===== src/gdm_defines.svh =====
`ifndef GDM_DEFINES_SVH
`define GDM_DEFINES_SVH

// screen format, fixed
`define GDM_ROWS          5'd24
`define GDM_COLS          7'd80
`define GDM_LINES         4'd10
`define GDM_DOTS          3'd7
`define GDM_POS_LAST      11'd1919
`define GDM_PAGE_SIZE     11'h780
// horizontal frame in character cycles, blanking included
`define GDM_COL_LAST      7'd99
`define GDM_HS_START      7'd84
`define GDM_HS_END        7'd92
// vertical frame in character rows of ten lines each
`define GDM_ROW_LAST_60   5'd25
`define GDM_ROW_LAST_50   5'd30
`define GDM_VS_ROW        5'd25
`define GDM_VS_LINES      4'd4

// timing figures and their cycle counts at the clock rate
`define GDM_CLK_MHZ       25
`define GDM_T_WAIT_NS     640
`define GDM_T_ACCESS_NS   360
`define GDM_T_REFRESH_US  2000
`define GDM_WAIT_CYC      (`GDM_T_WAIT_NS * `GDM_CLK_MHZ / 1000)
`define GDM_ACCESS_CYC    (`GDM_T_ACCESS_NS * `GDM_CLK_MHZ / 1000)
`define GDM_REFRESH_CYC   (`GDM_T_REFRESH_US * `GDM_CLK_MHZ)

// register offsets, byte addresses
`define GDM_OFS_CTRL      8'h00
`define GDM_OFS_TOP       8'h04
`define GDM_OFS_ROWST     8'h08
`define GDM_OFS_CURSOR    8'h0C
`define GDM_OFS_STATUS    8'h10
// control fields and reset values
`define GDM_CTRL_FREQ50   0
`define GDM_RST_FREQ50    1'b0
`define GDM_RST_POS       11'h000

`endif


===== src/gdm_pkg.sv =====
package gdm_pkg;

    // seven dot times of one character cycle: processor slot then controller slot
    typedef enum logic [2:0] {
        PH_CPU_ROW,
        PH_CPU_COL,
        PH_CPU_HOLD,
        PH_CPU_END,
        PH_CTL_ROW,
        PH_CTL_COL,
        PH_CTL_END
    } gdm_phase_e;

    // processor request toward display memory
    typedef struct packed {
        logic        req;    // memory read or write strobe, level
        logic        write;  // high for a write
        logic [15:0] addr;   // processor address
        logic [7:0]  wdata;  // write data
    } gdm_cpu_req_s;

    // dynamic memory pins, strobes active low
    typedef struct packed {
        logic [6:0] addr;
        logic [1:0] rasN;
        logic       casN;
        logic       weN;
        logic [7:0] wdata;
        logic       wdataOe;
    } gdm_dram_s;

    // whole state of the controller
    typedef struct packed {
        gdm_phase_e  phase;
        logic [6:0]  col;
        logic [3:0]  line;
        logic [4:0]  row;
        logic [10:0] rowBase;
        logic [10:0] top;
        logic [10:0] rowStart;
        logic [10:0] cursor;
        logic        rowStartPend;
        logic        freq50;
        logic        cpuBusy;
        logic        cpuDone;
        logic [7:0]  cpuRdata;
        logic [7:0]  fetch;
        logic [1:0]  fetchTag;
        logic [7:0]  hold;
        logic [1:0]  holdTag;
        logic [6:0]  shift;
        logic        attr;
        logic [1:0]  shiftTag;
        logic [31:0] prdata;
    } gdm_state_s;

endpackage


===== src/gdm_display_ctrl.sv =====
// Added by the designer: the APB slave port and the register offsets.
`timescale 1ns/10ps
`default_nettype none
`include "gdm_defines.svh"

module gdm_display_ctrl
    import gdm_pkg::*;
(
    input  wire logic         clk,
    input  wire logic         arst_n,
    // apb register port
    input  wire logic         psel,
    input  wire logic         penable,
    input  wire logic         pwrite,
    input  wire logic [7:0]   paddr,
    input  wire logic [31:0]  pwdata,
    output logic              pready,
    output logic [31:0]       prdata,
    output logic              pslverr,
    // processor side
    input  wire gdm_cpu_req_s cpuReq,
    output logic              cpuReady,
    output logic              cpuWait,
    output logic [7:0]        cpuRdata,
    input  wire logic         register_load_strobe,
    input  wire logic         register_select_low,
    input  wire logic         register_select_high,
    // shared display address bus, controller drive
    output logic [15:0]       busAddrOut,
    output logic              busPosOe,
    output logic              busLineOe,
    output logic [3:0]        lineCount,
    // dynamic display memory
    output gdm_dram_s         dram,
    input  wire logic [7:0]   dramRdata,
    // monitor path
    output logic              char_cycle_clock,
    output logic              video_shift_load,
    output logic              videoOut,
    output logic              attrOut,
    output logic              hsync,
    output logic              vsync,
    output logic              vblank,
    output logic              cursorEn
);

    // one clock is one dot; of the seven dots of a character cycle the
    // processor gets the first four and the scan the last three, so the
    // two never meet on the memory pins and need no arbiter
    gdm_state_s  s_q;            // registered state
    gdm_state_s  s_d;            // next state
    logic [10:0] pos;            // current scan position
    logic [10:0] posSum;         // row base plus column, unwrapped
    logic        active;         // scan inside visible area
    logic        cpuSel;         // request aimed at display memory
    logic        cpuPend;        // request not yet served
    logic [14:0] memAddr;        // address of the slot owner
    logic [4:0]  rowLast;        // last row of the frame
    logic [11:0] nextBase;       // row base after a full row
    logic        apbSetup;       // setup cycle of a transfer
    logic        apbWr;          // write taken this edge
    logic        apbHit;         // address maps to a register

    // scan address: base of the text row plus column, kept in 11 bits so it
    // keeps counting through blanking instead of freezing
    assign posSum = s_q.rowBase + {4'h0, s_q.col};
    // the sum passes the last cell in blanking, and once the page has
    // scrolled; both parts stay below one page, so one subtraction folds it
    // limitation: a top or row start above 1919 is not folded back
    assign pos    = (posSum > `GDM_POS_LAST) ? posSum - `GDM_PAGE_SIZE : posSum;
    assign active = (s_q.col < `GDM_COLS) && (s_q.row < `GDM_ROWS);
    assign rowLast = s_q.freq50 ? `GDM_ROW_LAST_50 : `GDM_ROW_LAST_60;
    // one bit wider so that a step past the last cell shows
    assign nextBase = {1'b0, s_q.rowBase} + 12'h050;

    // only requests with the top address bit high belong to this memory
    assign cpuSel  = cpuReq.req && cpuReq.addr[15];
    assign cpuPend = cpuSel && !s_q.cpuDone;

    // one address for whichever owner: the row and column split below then
    // serves processor and scan with the same wiring
    // processor holds the bus in the first four dots, controller in the last three
    assign memAddr = (s_q.phase <= PH_CPU_END) ? cpuReq.addr[14:0]
                                               : {s_q.line, pos};

    // memory strobes decoded from the dot phase
    // not registered again: a copy would lag one dot and push the scan's
    // column strobe into its last dot, too late for the fetch
    always_comb begin
        dram.addr    = 7'h00;
        dram.rasN    = 2'b11;
        dram.casN    = 1'b1;
        dram.weN     = 1'b1;
        dram.wdata   = cpuReq.wdata;
        dram.wdataOe = 1'b0;
        case (s_q.phase)
            PH_CPU_ROW, PH_CTL_ROW: begin
                // row: three low line bits and four low position bits, so the
                // scan itself walks every row and no refresh counter is needed
                dram.addr = {memAddr[13:11], memAddr[3:0]};
            end
            default: begin
                // column: position bits above the bank bit and top line bit
                dram.addr = {memAddr[14], memAddr[10:5]};
            end
        endcase
        case (s_q.phase)
            PH_CPU_ROW, PH_CPU_COL, PH_CPU_HOLD: begin
                // row strobe only for a served request; an idle slot keeps
                // the devices in standby
                if (s_q.cpuBusy) begin
                    dram.rasN[memAddr[4]] = 1'b0;
                    dram.weN     = !cpuReq.write;
                    dram.wdataOe = cpuReq.write;
                end
                if (s_q.phase != PH_CPU_ROW) begin
                    dram.casN = 1'b0;
                end
            end
            PH_CTL_ROW, PH_CTL_COL: begin
                // controller always reads, so write enable stays high
                dram.rasN[memAddr[4]] = 1'b0;
                dram.casN = (s_q.phase == PH_CTL_ROW);
            end
            default: begin
                dram.rasN = 2'b11;
            end
        endcase
    end

    // shared bus: controller drives position and line only in its own slot;
    // the line count also stays on a plain output for the external latch
    // its pins cannot float, so the latch enable copies the position enable
    assign busAddrOut = {1'b1, s_q.line, pos};
    assign busPosOe   = (s_q.phase >= PH_CTL_ROW);
    assign busLineOe  = busPosOe;
    assign lineCount  = s_q.line;

    // processor handshake
    // wait is raised only by a request aimed at this memory, so program
    // fetches and peripheral cycles never stall
    assign cpuReady = s_q.cpuBusy && (s_q.phase == PH_CPU_END);
    assign cpuWait  = cpuPend && !cpuReady;
    assign cpuRdata = s_q.cpuRdata;

    // timing and monitor outputs
    // video, attribute, cursor and shift load gated by the visible tag that travels with each word, so blank cells
    // shift out dark without further decoding
    assign char_cycle_clock = (s_q.phase <= PH_CPU_END);
    assign video_shift_load = (s_q.phase == PH_CTL_END) && s_q.holdTag[1];
    assign videoOut = s_q.shift[6] && s_q.shiftTag[1];
    assign attrOut  = s_q.attr && s_q.shiftTag[1];
    assign cursorEn = s_q.shiftTag[1] && s_q.shiftTag[0];
    assign hsync    = (s_q.col >= `GDM_HS_START) && (s_q.col < `GDM_HS_END);
    assign vsync    = (s_q.row == `GDM_VS_ROW) && (s_q.line < `GDM_VS_LINES);
    assign vblank   = (s_q.row >= `GDM_ROWS);

    // apb: read data caught in setup so it stands from flops in the access phase
    // no wait states; an unmapped offset answers zero with an error
    // instead of leaving the master hanging
    assign apbSetup = psel && !penable;
    assign apbWr    = psel && penable && pwrite;
    assign apbHit   = (paddr == `GDM_OFS_CTRL) || (paddr == `GDM_OFS_TOP) ||
                      (paddr == `GDM_OFS_ROWST) || (paddr == `GDM_OFS_CURSOR) ||
                      (paddr == `GDM_OFS_STATUS);
    assign pready   = psel && penable;
    assign pslverr  = psel && penable && !apbHit;
    assign prdata   = s_q.prdata;

    // next-state logic for the whole controller
    always_comb begin
        s_d = s_q;
        // dot phase: one dot per clock, seven per character cycle
        // it never stops, not even in blanking: refresh rides on the scan
        if (s_q.phase == PH_CTL_END) begin
            s_d.phase = PH_CPU_ROW;
        end else begin
            s_d.phase = gdm_phase_e'(s_q.phase + 3'd1);
        end

        // take a pending request only at the start of its slot
        // a late start inside the slot would cut the row strobe short
        if (s_q.phase == PH_CTL_END) begin
            s_d.cpuBusy = cpuPend;
        end else if (s_q.phase == PH_CPU_END) begin
            s_d.cpuBusy = 1'b0;
        end
        // done is held until the processor drops its strobe
        // otherwise a processor slow to release would be served twice
        if (!cpuSel) begin
            s_d.cpuDone = 1'b0;
        end else if (cpuReady) begin
            s_d.cpuDone = 1'b1;
        end
        // read latch loads only on a served read; idle slots leave it alone
        // sampled in the last processor dot, after two dots of column strobe
        if (s_q.phase == PH_CPU_END && s_q.cpuBusy && !cpuReq.write) begin
            s_d.cpuRdata = dramRdata;
        end

        // controller word: fetch, hold one cycle, then load the shifter
        // the hold stage lines the word up with the start of a shift cycle;
        // the tags move along so visibility and cursor match their dots
        if (s_q.phase == PH_CTL_END) begin
            s_d.fetch    = dramRdata;
            s_d.fetchTag = {active, (pos == s_q.cursor)};
            s_d.hold     = s_q.fetch;
            s_d.holdTag  = s_q.fetchTag;
            s_d.shift    = s_q.hold[6:0];
            s_d.attr     = s_q.hold[7];
            s_d.shiftTag = s_q.holdTag;
        end else begin
            s_d.shift = {s_q.shift[5:0], 1'b0};
        end

        // scan counters advance at the end of every cycle, blanking or not
        // after the tenth line the base moves one row of 80 cells; a pending
        // row start replaces it, and a new frame starts at the top of page
        if (s_q.phase == PH_CTL_END) begin
            if (s_q.col == `GDM_COL_LAST) begin
                s_d.col = 7'h00;
                if (s_q.line == `GDM_LINES - 4'd1) begin
                    s_d.line = 4'h0;
                    if (s_q.row == rowLast) begin
                        s_d.row     = 5'h00;
                        s_d.rowBase = s_q.top;
                    end else begin
                        s_d.row = s_q.row + 5'd1;
                        if (s_q.rowStartPend) begin
                            s_d.rowBase = s_q.rowStart;
                        end else if (nextBase > {1'b0, `GDM_POS_LAST}) begin
                            s_d.rowBase = 11'(nextBase - 12'd1920);
                        end else begin
                            s_d.rowBase = nextBase[10:0];
                        end
                    end
                    s_d.rowStartPend = 1'b0;
                end else begin
                    s_d.line = s_q.line + 4'd1;
                end
            end else begin
                s_d.col = s_q.col + 7'd1;
            end
        end

        // the strobe counts only while the processor owns the bus; in the
        // scan slot the address lines carry the scan position
        // register load from the processor bus during its slot; the address
        // bits carry the value, register_select_high and register_select_low pick the register
        if (register_load_strobe && s_q.phase <= PH_CPU_END) begin
            case ({register_select_high, register_select_low})
                2'b00: s_d.top = cpuReq.addr[10:0];
                2'b01: begin
                    s_d.rowStart     = cpuReq.addr[10:0];
                    s_d.rowStartPend = 1'b1;
                end
                2'b10: s_d.cursor = cpuReq.addr[10:0];
                default: s_d.cursor = s_q.cursor;
            endcase
        end

        // apb writes take priority over a pin load in the same cycle
        // only the low eleven bits of a position register are kept
        if (apbWr) begin
            case (paddr)
                `GDM_OFS_CTRL:   s_d.freq50 = pwdata[`GDM_CTRL_FREQ50];
                `GDM_OFS_TOP:    s_d.top    = pwdata[10:0];
                `GDM_OFS_ROWST: begin
                    s_d.rowStart     = pwdata[10:0];
                    s_d.rowStartPend = 1'b1;
                end
                `GDM_OFS_CURSOR: s_d.cursor = pwdata[10:0];
                default:         s_d.freq50 = s_q.freq50;
            endcase
        end
        // read data caught in setup; the status word is a snapshot of the
        // scan at that cycle
        if (apbSetup) begin
            case (paddr)
                `GDM_OFS_CTRL:   s_d.prdata = {31'h0, s_q.freq50};
                `GDM_OFS_TOP:    s_d.prdata = {21'h0, s_q.top};
                `GDM_OFS_ROWST:  s_d.prdata = {21'h0, s_q.rowStart};
                `GDM_OFS_CURSOR: s_d.prdata = {21'h0, s_q.cursor};
                `GDM_OFS_STATUS: s_d.prdata = {11'h000, vblank, s_q.row, s_q.line, pos};
                default:         s_d.prdata = 32'h0000_0000;
            endcase
        end
    end

    // single state register
    // reset lands on the first processor dot, so the first character
    // cycle after release is a whole one
    always_ff @(posedge clk or negedge arst_n) begin
        if (!arst_n) begin
            s_q              <= '0;
            s_q.phase        <= PH_CPU_ROW;
            s_q.freq50       <= `GDM_RST_FREQ50;
            s_q.top          <= `GDM_RST_POS;
            s_q.rowStart     <= `GDM_RST_POS;
            s_q.cursor       <= `GDM_RST_POS;
            s_q.rowBase      <= `GDM_RST_POS;
        end else begin
            s_q <= s_d;
        end
    end

endmodule
`default_nettype wire


===== config.mk =====
export PLATFORM = sky130hd
export DESIGN_NAME = gdm_display_ctrl
export DESIGN_NICKNAME = d
export VERILOG_FILES = /design/src/gdm_pkg.sv /design/src/gdm_display_ctrl.sv
export VERILOG_INCLUDE_DIRS = /design/src
export SDC_FILE = /design/constraint.sdc
export NUM_CORES = 1
export LEC_CHECK = 0
export BUFFER_PORTS_ARGS = -buffer_cell sky130_fd_sc_hd__buf_4
export CELL_PAD_IN_SITES_DETAIL_PLACEMENT = 1
export CELL_PAD_IN_SITES_GLOBAL_PLACEMENT = 1
export CORE_ASPECT_RATIO = 1.25
export CORE_MARGIN = 1
export CORE_UTILIZATION = 31
export CTS_BUF_LIST = sky130_fd_sc_hd__clkbuf_4
export CTS_CLUSTER_DIAMETER = 200
export CTS_CLUSTER_SIZE = 16
export DETAILED_ROUTE_END_ITERATION = 7
export PLACE_DENSITY_LB_ADDON = 0.12
export SLEW_MARGIN = 20
export SYNTH_ARGS = -nofsm -noshare
export SYNTH_HDL_FRONTEND = slang
export SYNTH_SLANG_ARGS = --single-unit
export TNS_END_PERCENT = 30

===== constraint.sdc =====
create_clock -name clk -period 4.6 [get_ports clk]
set_input_delay 0.23 -clock clk [delete_from_list [all_inputs] [get_ports clk]]
set_output_delay 0.23 -clock clk [all_outputs]
set_load 0.005 [all_outputs]

# After elaboration in Yosys (flattened, before gate mapping)

Cells that the tools add are included.
W data, S select, Z words.

Logic and storage cells: 138
Bits of input ports: 82
Output and inout bits: 94
Register bits after elaboration: 137

Equal/unequal tests: 18
Bitwise logic cells: 1
$add $sub $neg: 8
Multiplexer cells: 40
Magnitude comparators: 12
Reductions and logical operators: 38

Operators with widths:

| cell                     | number |
|---|---|
| $pmux W21 S5             | 1 |
| $mux W11                 | 9 |
| $mux W35                 | 1 |
| $mux W34                 | 1 |
| $sub A11 B11 Y11 const B | 2 |
| $mux W7                  | 3 |
| $logic_and A1 B1 Y1      | 18 |
| $eq A8 B4 Y1 const B     | 2 |
| $mux W1                  | 16 |
| $mux W16                 | 1 |
| $mux W15                 | 1 |
| $lt A7 B7 Y1 const B     | 2 |
| $add A11 B7 Y12 const B  | 1 |
| $gt A12 B11 Y1 const B   | 1 |
| $add A11 B7 Y11          | 1 |
| $eq A11 B11 Y1           | 1 |
| $gt A11 B11 Y1 const B   | 1 |
| $eq A3 B3 Y1 const B     | 3 |
| $eq A8 B3 Y1 const B     | 1 |
| $eq A8 B5 Y1 const B     | 1 |
| $logic_not A8 Y1         | 1 |
| $add A7 B1 Y7 const B    | 1 |
| $eq A7 B7 Y1 const B     | 1 |
| $ge A7 B7 Y1 const B     | 1 |
| other kinds (35)         | 46 |

# Longest topological paths before layout

Gate-level depths: netlist of run 1.

Word-level depth: 11
Gate-level depth with buffers: 14
Mapped depth without buffers: 13

# Worst setup path before layout of run 1

OpenSTA, ideal clock, no wires.

Path kind: flip-flop to output port
Start point: reg s_q[127] (netlist name)
End point: out dram[15] (netlist name)
Arrival time: 3.574 ns
Path slack: 0.796 ns
Required time: 4.370 ns
Path buffers: 0
Cell stages (with the launch flop): 13
Cell sequence: dfrtp_1 > ha_1 > fa_1 > a211o_2 > a211oi_1 > a2bb2oi_1 > xnor2_1 > ha_1 > o2111ai_1 > o41ai_2 > nand3b_1 > mux2_4 > mux4_2

RTL lines:

| item               | RTL line               | source |
|---|---|---|
| start: declaration | gdm_display_ctrl.sv:50 | `gdm_state_s s_q;` |
| end: declaration   | gdm_display_ctrl.sv:34 | `output gdm_dram_s dram,` |

==> out/qor.yml, run 1 <==
netlist_area_um2: 7680
powerDensity_nw_per_um2: 264
die_y_um: 178
yosysSeqAreaShare: 0.411
cp_slowest_stage_delay_ns: 0.46
path_buf_inv: 1
critPathKind: "reg2out"
critPathArrivalTime_ns: 4.24
drv_cap: 0
cp_max_fo: 5
drc_errors: 0
first_iter_violations: 397
grt_max_degree: 92
required_ns: 4.37
setup_viol: 0
crit_path_end_kind: "output pin"
crit_path_cell_trace: "ha_2 -> fa_2 -> a211o_2 -> a211oi_2 -> a2bb2oi_2 -> xnor2_2 -> ha_1 -> o2111ai_1 -> o41ai_2 -> nand3b_1 -> mux2_4 -> mux4_2 -> buf_4"
die_w_um: 143
hpwl_mm: 16.6
synth_area_leaders: "dfrtp_1 (41%), nand2_1 (7.4%), buf_4 (5.9%)"
worst_slew_pin_slew_ns: 1.08
drive_gt1_frac: 0.232
min_period_ns: 4.47
synth.most_common_cell: "nand2_1"
grt.total_usage: 0.191
rr_worst_depth: 14
rows: 64
fin_area_um2: 9240
ys_types: 66
clk-insertion-delay-late_ns: 0.57
synth_seq_cells: 126
vias: 6342
nFillCells: 2851
clkTransAtPathRegs_ns: 0.11
cts.sinks: 126
worst_hold_slack_ns: 0.0485
cp.depth: 13
wl_per_cell_um: 18.1
rsz0062_at_grt: "true"
place_area_um2: 8480
irDropWorstVdd_v: 0.000118
core_area_um2: 24400
hold_viol: 0
utilization: 0.378
cts_buffers: 17
ys.flop_type: "dfrtp_1"
num-nets-final: 1039
grt_pass1_vias: 6478
fmax_mhz: 224
synth_top_area_frac: 0.411
dieArea_um2: 25400
cts.htree.levels: 4
postSynthAreaPerCell_um2: 9.11
p_leak_nw: 4.36
min_path_type: "in2reg"
area_delta_synth_final_pct: 20.3
viasPerCell: 4.94
grt_pass1_wl_mm: 36.7
relSlewSlack: 0.278
routed_wirelength_mm: 23.3
clock_skew_ns: 0.0276
synth_edf_count: 0
holdPathStages: 3
clk_path_buf_depth: 2
cts_tree: "yes"
p_total_mw: 2.44
synth_cells: 843
slowest_stage: "mux4_2"
clockRootBuffer: "clkbuf_4"
async_flop_share: 1.00
crit_path_start_kind: "flop"
drtPass1Iterations: 4
synth_common_cells: "nand2_1 (152), dfrtp_1 (126), buf_4 (60), nor2_1 (55), o21ai_0 (49)"
final-max-slew-violation-count: 0
outcome: "finished clean"
gp_congestion: 0.795
antenna_found_initial: 2
timing.final.crit_share: 0.973
grt-ovfl-total: 0
antenna_left: 0
pin_count: 176
stdcell_count: 1284
initial_core_util: 0.314
yosysWarnings: 0
numPortBuffers: 126
yosys.area.top_type: "dfrtp_1"
dp.cells: 1207
crit_family: "compound AO/OA/AOI/OAI gates"
-- cell families (layout without fill, tap and decap cells) --
family,Yosys count,count (layout),share of synthesized area
muxes,70,70,0.101
buffers and inverters,123,222,0.0918
other,2,14,0.000978
adders and majority gates,18,18,0.0303
DFF,126,126,0.411
xor gates and xnor gates,22,22,0.0271
and+or+nand+nor,298,298,0.175
AOI/OAI and AO/OA,184,184,0.164
-- final cells by class --
type,instances,area (µm²),area share
multi-input combinational,604,3890,0.421
sequential,126,3150,0.341
timing repair buffer,176,1430,0.155
tap,330,413,0.0447
clock inverter,13,148,0.0160
clock buffer,19,143,0.0154
inverter,14,52.6,0.00569
antenna,2,5.00,0.000542
-- state kept, by name, indices dropped and copies added (netlist names) --
signal     cells
lineCount      4
cpuRdata       8
s_q           93
prdata        21
-- per-layer routing --
layer | wire, µm | GRT usage | up-vias
li1 | - | - | 3057
met1 | 10500 | 0.243 | 3149
met2 | 11700 | 0.325 | 119
met3 | 676 | 0.0372 | 17
met4 | 387 | 0.0591 | 0
met5 | 0 | 0 | -
-- worst reg2reg max path, delay by kind of cell, from the launching register on --
| family | cells | cell delay (ns) |
|---|---|---|
| AOI/OAI and AO/OA | 6 | 1.63 |
| adders and majority gates | 3 | 0.81 |
| DFF | 1 | 0.44 |
| xor gates and xnor gates | 2 | 0.30 |
| buffers and inverters | 2 | 0.27 |
| and+or+nand+nor | 1 | 0.14 |
-- where the power goes --
group	internal [mW]	switching, mW	leakage, nW	total (mW)
clock network	0.381	0.446	0.161	0.827
logic	0.200	0.153	2.62	0.353
registers	1.19	0.0716	1.58	1.26
-- through the flow --
stage,TNS (ns),setup slack [ns]
finish,0,0.126
floorplan,0,0.796
global placement,0,0.355
CTS,0,0.0185
detailed placement,0,0.321
global route,-0.234,-0.139
-- final timing paths --
check | startpoint | end | slack, ns
setup / recovery | s_q[127]$_DFFE_PN0P_ | dram[15] | 0.13
hold / removal | cpuReq[18] | s_q[106]$_DFF_PN0_ | 0.05
setup reg to reg | s_q[127]$_DFFE_PN0P_ | s_q[52]$_DFFE_PN0P_ | 0.94
hold reg to reg | s_q[39]$_DFF_PN0_ | s_q[40]$_DFF_PN0_ | 0.45
max in group asynchronous | arst_n | s_q[114]$_DFFE_PN0P_ | 3.22
min in group asynchronous | arst_n | cpuRdata[4]$_DFFE_PN0P_ | 0.27
-- repair_timing --
action                     in CTS  in global routing
buffers inserted                1                  0
pin swaps                       2                  0
hold endpoints to repair      141                  0
setup endpoints to repair       3                  3
cloned                          0                  0
hold buffers                   42                  0
gates resized for setup         4                  3
-- placed cells by master, fill, tap and decap left out, drive strengths merged, types with 3 or more instances in the layout --
cell	n
dlygate4sd3	42
nand4b	5
o31ai	3
and3	9
mux2i	42
buf	134
and2	9
nor4	3
bufinv	3
inv	14
o211ai	3
a22oi	13
nor2	55
nand2	152
nand4	4
or2	3
clkinv	9
clkbuf	19
a22o	21
a31oi	9
nor3	16
nor2b	7
nand2b	11
a31o	3
a21oi	48
dfrtp	126
a21o	7
o21ai	49
nand3	14
nand3b	3
conb	12
xnor2	15
xor2	7
mux2	25
ha	17
a211oi	7
mux4	3
Power figures use the tool's default switching activity.
==> inputs of run 2 (changes only) <==
--- a/config.mk
+++ b/config.mk
@@ -6,6 +6,7 @@
 export SDC_FILE = /design/constraint.sdc
 export NUM_CORES = 1
 export LEC_CHECK = 0
+export ABC_AREA = 1
 export BUFFER_PORTS_ARGS = -buffer_cell sky130_fd_sc_hd__buf_4
 export CELL_PAD_IN_SITES_DETAIL_PLACEMENT = 1
 export CELL_PAD_IN_SITES_GLOBAL_PLACEMENT = 1
==> out/qor.yml, run 2 <==
area_delta_synth_final_pct: 19.5
clock_skew_ns: 0.0344
core_area_um2: 24000
clk_path_buf_depth: 2
antenna_left: 0
gp_congestion: 0.861
p_switching_mw: 0.675
grt.total_usage: 0.214
vias: 7044
cts.sinks: 126
drv_cap: 0
gr-usage-met3: 0.0413
wl_per_cell_um: 17.6
outcome: "finished clean"
die_w_um: 142
pin_count: 176
cts_setup_buffers: 0
clkTransAtPathRegs_ns: 0.13
critPathKind: "reg2out"
rsz0062_at_grt: "false"
crit_path_start_kind: "flop"
cts_tree: "yes"
utilization: 0.380
drc_errors: 0
rows: 63
busiest_layer: "met2"
hpwl_mm: 19.2
drtPass1Iterations: 4
min_period_ns: 4.07
first_iter_violations: 361
viasPerCell: 4.83
mostFrequentLayoutCell: "nand2_1"
setup_viol: 0
cp_max_fo: 5
min_path_type: "in2reg"
synth.most_common_cell: "nand2_1"
worst_slew_pin_slew_ns: 0.978
fin_area_um2: 9110
irDropWorstVdd_v: 0.000118
swShare: 0.298
largest_reg_flops: 93
async_flop_share: 1.00
ys.flop_type: "dfrtp_1"
yosysWarnings: 0
layout.cells.most_common_list: "nand2_1 (246), inv_1 (142), buf_4 (133)"
synth_seq_cells: 126
ys_types: 43
clockRootBuffer: "clkbuf_4"
p_leak_nw: 4.58
synth_common_cells: "nand2_1 (246), inv_1 (142), dfrtp_1 (126), o21ai_0 (109), buf_4 (58)"
num-nets-final: 1219
grt-ovfl-total: 0
hold_viol: 0
numPortBuffers: 126
powerDensity_nw_per_um2: 249
regMostFlops: "s_q"
fin_setup_tns_ns: 0
final-max-slew-violation-count: 0
grt_max_degree: 91
drive_gt1_frac: 0.173
routed_wirelength_mm: 25.7
critPathArrivalTime_ns: 3.84
cts.htree.levels: 4
initial_core_util: 0.318
cts_buffers: 17
yosys.area.top_type: "dfrtp_1"
antenna_found_initial: 1
crit_path_end_kind: "output pin"
clk-insertion-delay-late_ns: 0.56
yosysSeqAreaShare: 0.414
combPwrFrac: 0.137
grtUsageMet1: 0.270
grt_pass1_vias: 7276
pwr-share-seq: 0.546
timing.final.crit_share: 0.886
synth_top_area_frac: 0.414
place_area_um2: 8530
die_y_um: 177
synth_edf_count: 0
relSlewSlack: 0.345
netlist_area_um2: 7620
required_ns: 4.37
fmax_mhz: 245
clkPwrFrac: 0.317
synth_area_leaders: "dfrtp_1 (41%), nand2_1 (12%), o21ai_0 (7.2%)"
postSynthAreaPerCell_um2: 7.55
grt_use_met2: 0.365
cts_hold_buf: 33
grt_pass1_wl_mm: 40.5
synth_cells: 1010
p_int_mw: 1.59
post_cts_resized: 0
dieArea_um2: 25200
## run 2: final timing paths
check / start / end / slack, ns / cells after the start
max in group asynchronous: arst_n / s_q[107]$_DFFE_PN0P_ / 3.14 / 3
setup / recovery: s_q[127]$_DFFE_PN0P_ / dram[16] / 0.53 / 20
hold reg to reg: s_q[40]$_DFF_PN0_ / s_q[41]$_DFF_PN0_ / 0.46 / 2
setup reg to reg: s_q[127]$_DFFE_PN0P_ / s_q[52]$_DFFE_PN0P_ / 1.20 / 22
hold / removal: penable / prdata[4]$_DFFE_PN0P_ / 0.06 / 4
min in group asynchronous: arst_n / prdata[20]$_DFFE_PN0P_ / 0.32 / 2
## run 2: kinds of logic (layout without fill, tap and decap cells)
| kind of cell | count (synthesis) | count (layout) | synth area share |
|---|---|---|---|
| xor+xnor | 15 | 15 | 0.0182 |
| flops | 126 | 126 | 0.414 |
| simple gates | 390 | 390 | 0.219 |
| fa+ha+maj | 18 | 18 | 0.0305 |
| other cells | 2 | 13 | 0.000985 |
| buf+inv | 235 | 347 | 0.145 |
| mux | 8 | 8 | 0.0118 |
| compound gates | 216 | 216 | 0.160 |
## run 2: metal layers
layer | wire length (µm) | part of all wire
met5 | 0 | 0
met4 | 563 | 0.022
met3 | 1200 | 0.047
met2 | 12600 | 0.49
met1 | 11300 | 0.44
## run 2: through the flow
stage | instances | worst slack (ns) | hold WS [ns] | power [mW]
after CTS | 1457 | 0.449 | 0.0153 | 2.31
after floorplan | 1020 | 1.76 | -0.0656 | 1.41
after global placement | 1392 | 1.12 | 0.393 | 1.54
after detailed placement | 1392 | 1.06 | 0.395 | 1.55
after global routing | 1458 | 0.0530 | 0.0470 | 2.39
final | 1458 | 0.526 | 0.0578 | 2.27
## run 2: power groups by stage
stage	clock, mW	combinational [mW]	sequential [mW]
global placement	0	0.284	1.26
finish	0.720	0.310	1.24
detailed placement	0	0.290	1.26
floorplan	0	0.179	1.23
CTS	0.758	0.314	1.24
global route	0.797	0.352	1.24
## run 2: worst max-delay path, stage by stage (launching register included)
cell,delay (ns)
dfrtp_1,0.42
ha_1,0.24
fa_1,0.45
nand2_1,0.12
nand2_1,0.10
nand4_1,0.11
nand2_1,0.07
nand2_1,0.06
nand2_1,0.08
inv_1,0.13
ha_1,0.16
inv_1,0.03
nor3_1,0.19
nand2_1,0.11
a21oi_2,0.21
nand2_1,0.12
nand2_1,0.11
nand2_1,0.11
o21ai_0,0.26
nand2_1,0.09
buf_4,0.15
## run 2: area by class of cell
cell class / instances / area [µm²]
clock buffers: 19 / 143
inverters: 148 / 558
well taps: 325 / 407
flip-flops and latches: 126 / 3150
diodes: 1 / 2.50
clock inverters: 13 / 100
fillers: 3034 / 14900
repair buffers: 167 / 1340
multi-input cells: 659 / 3400
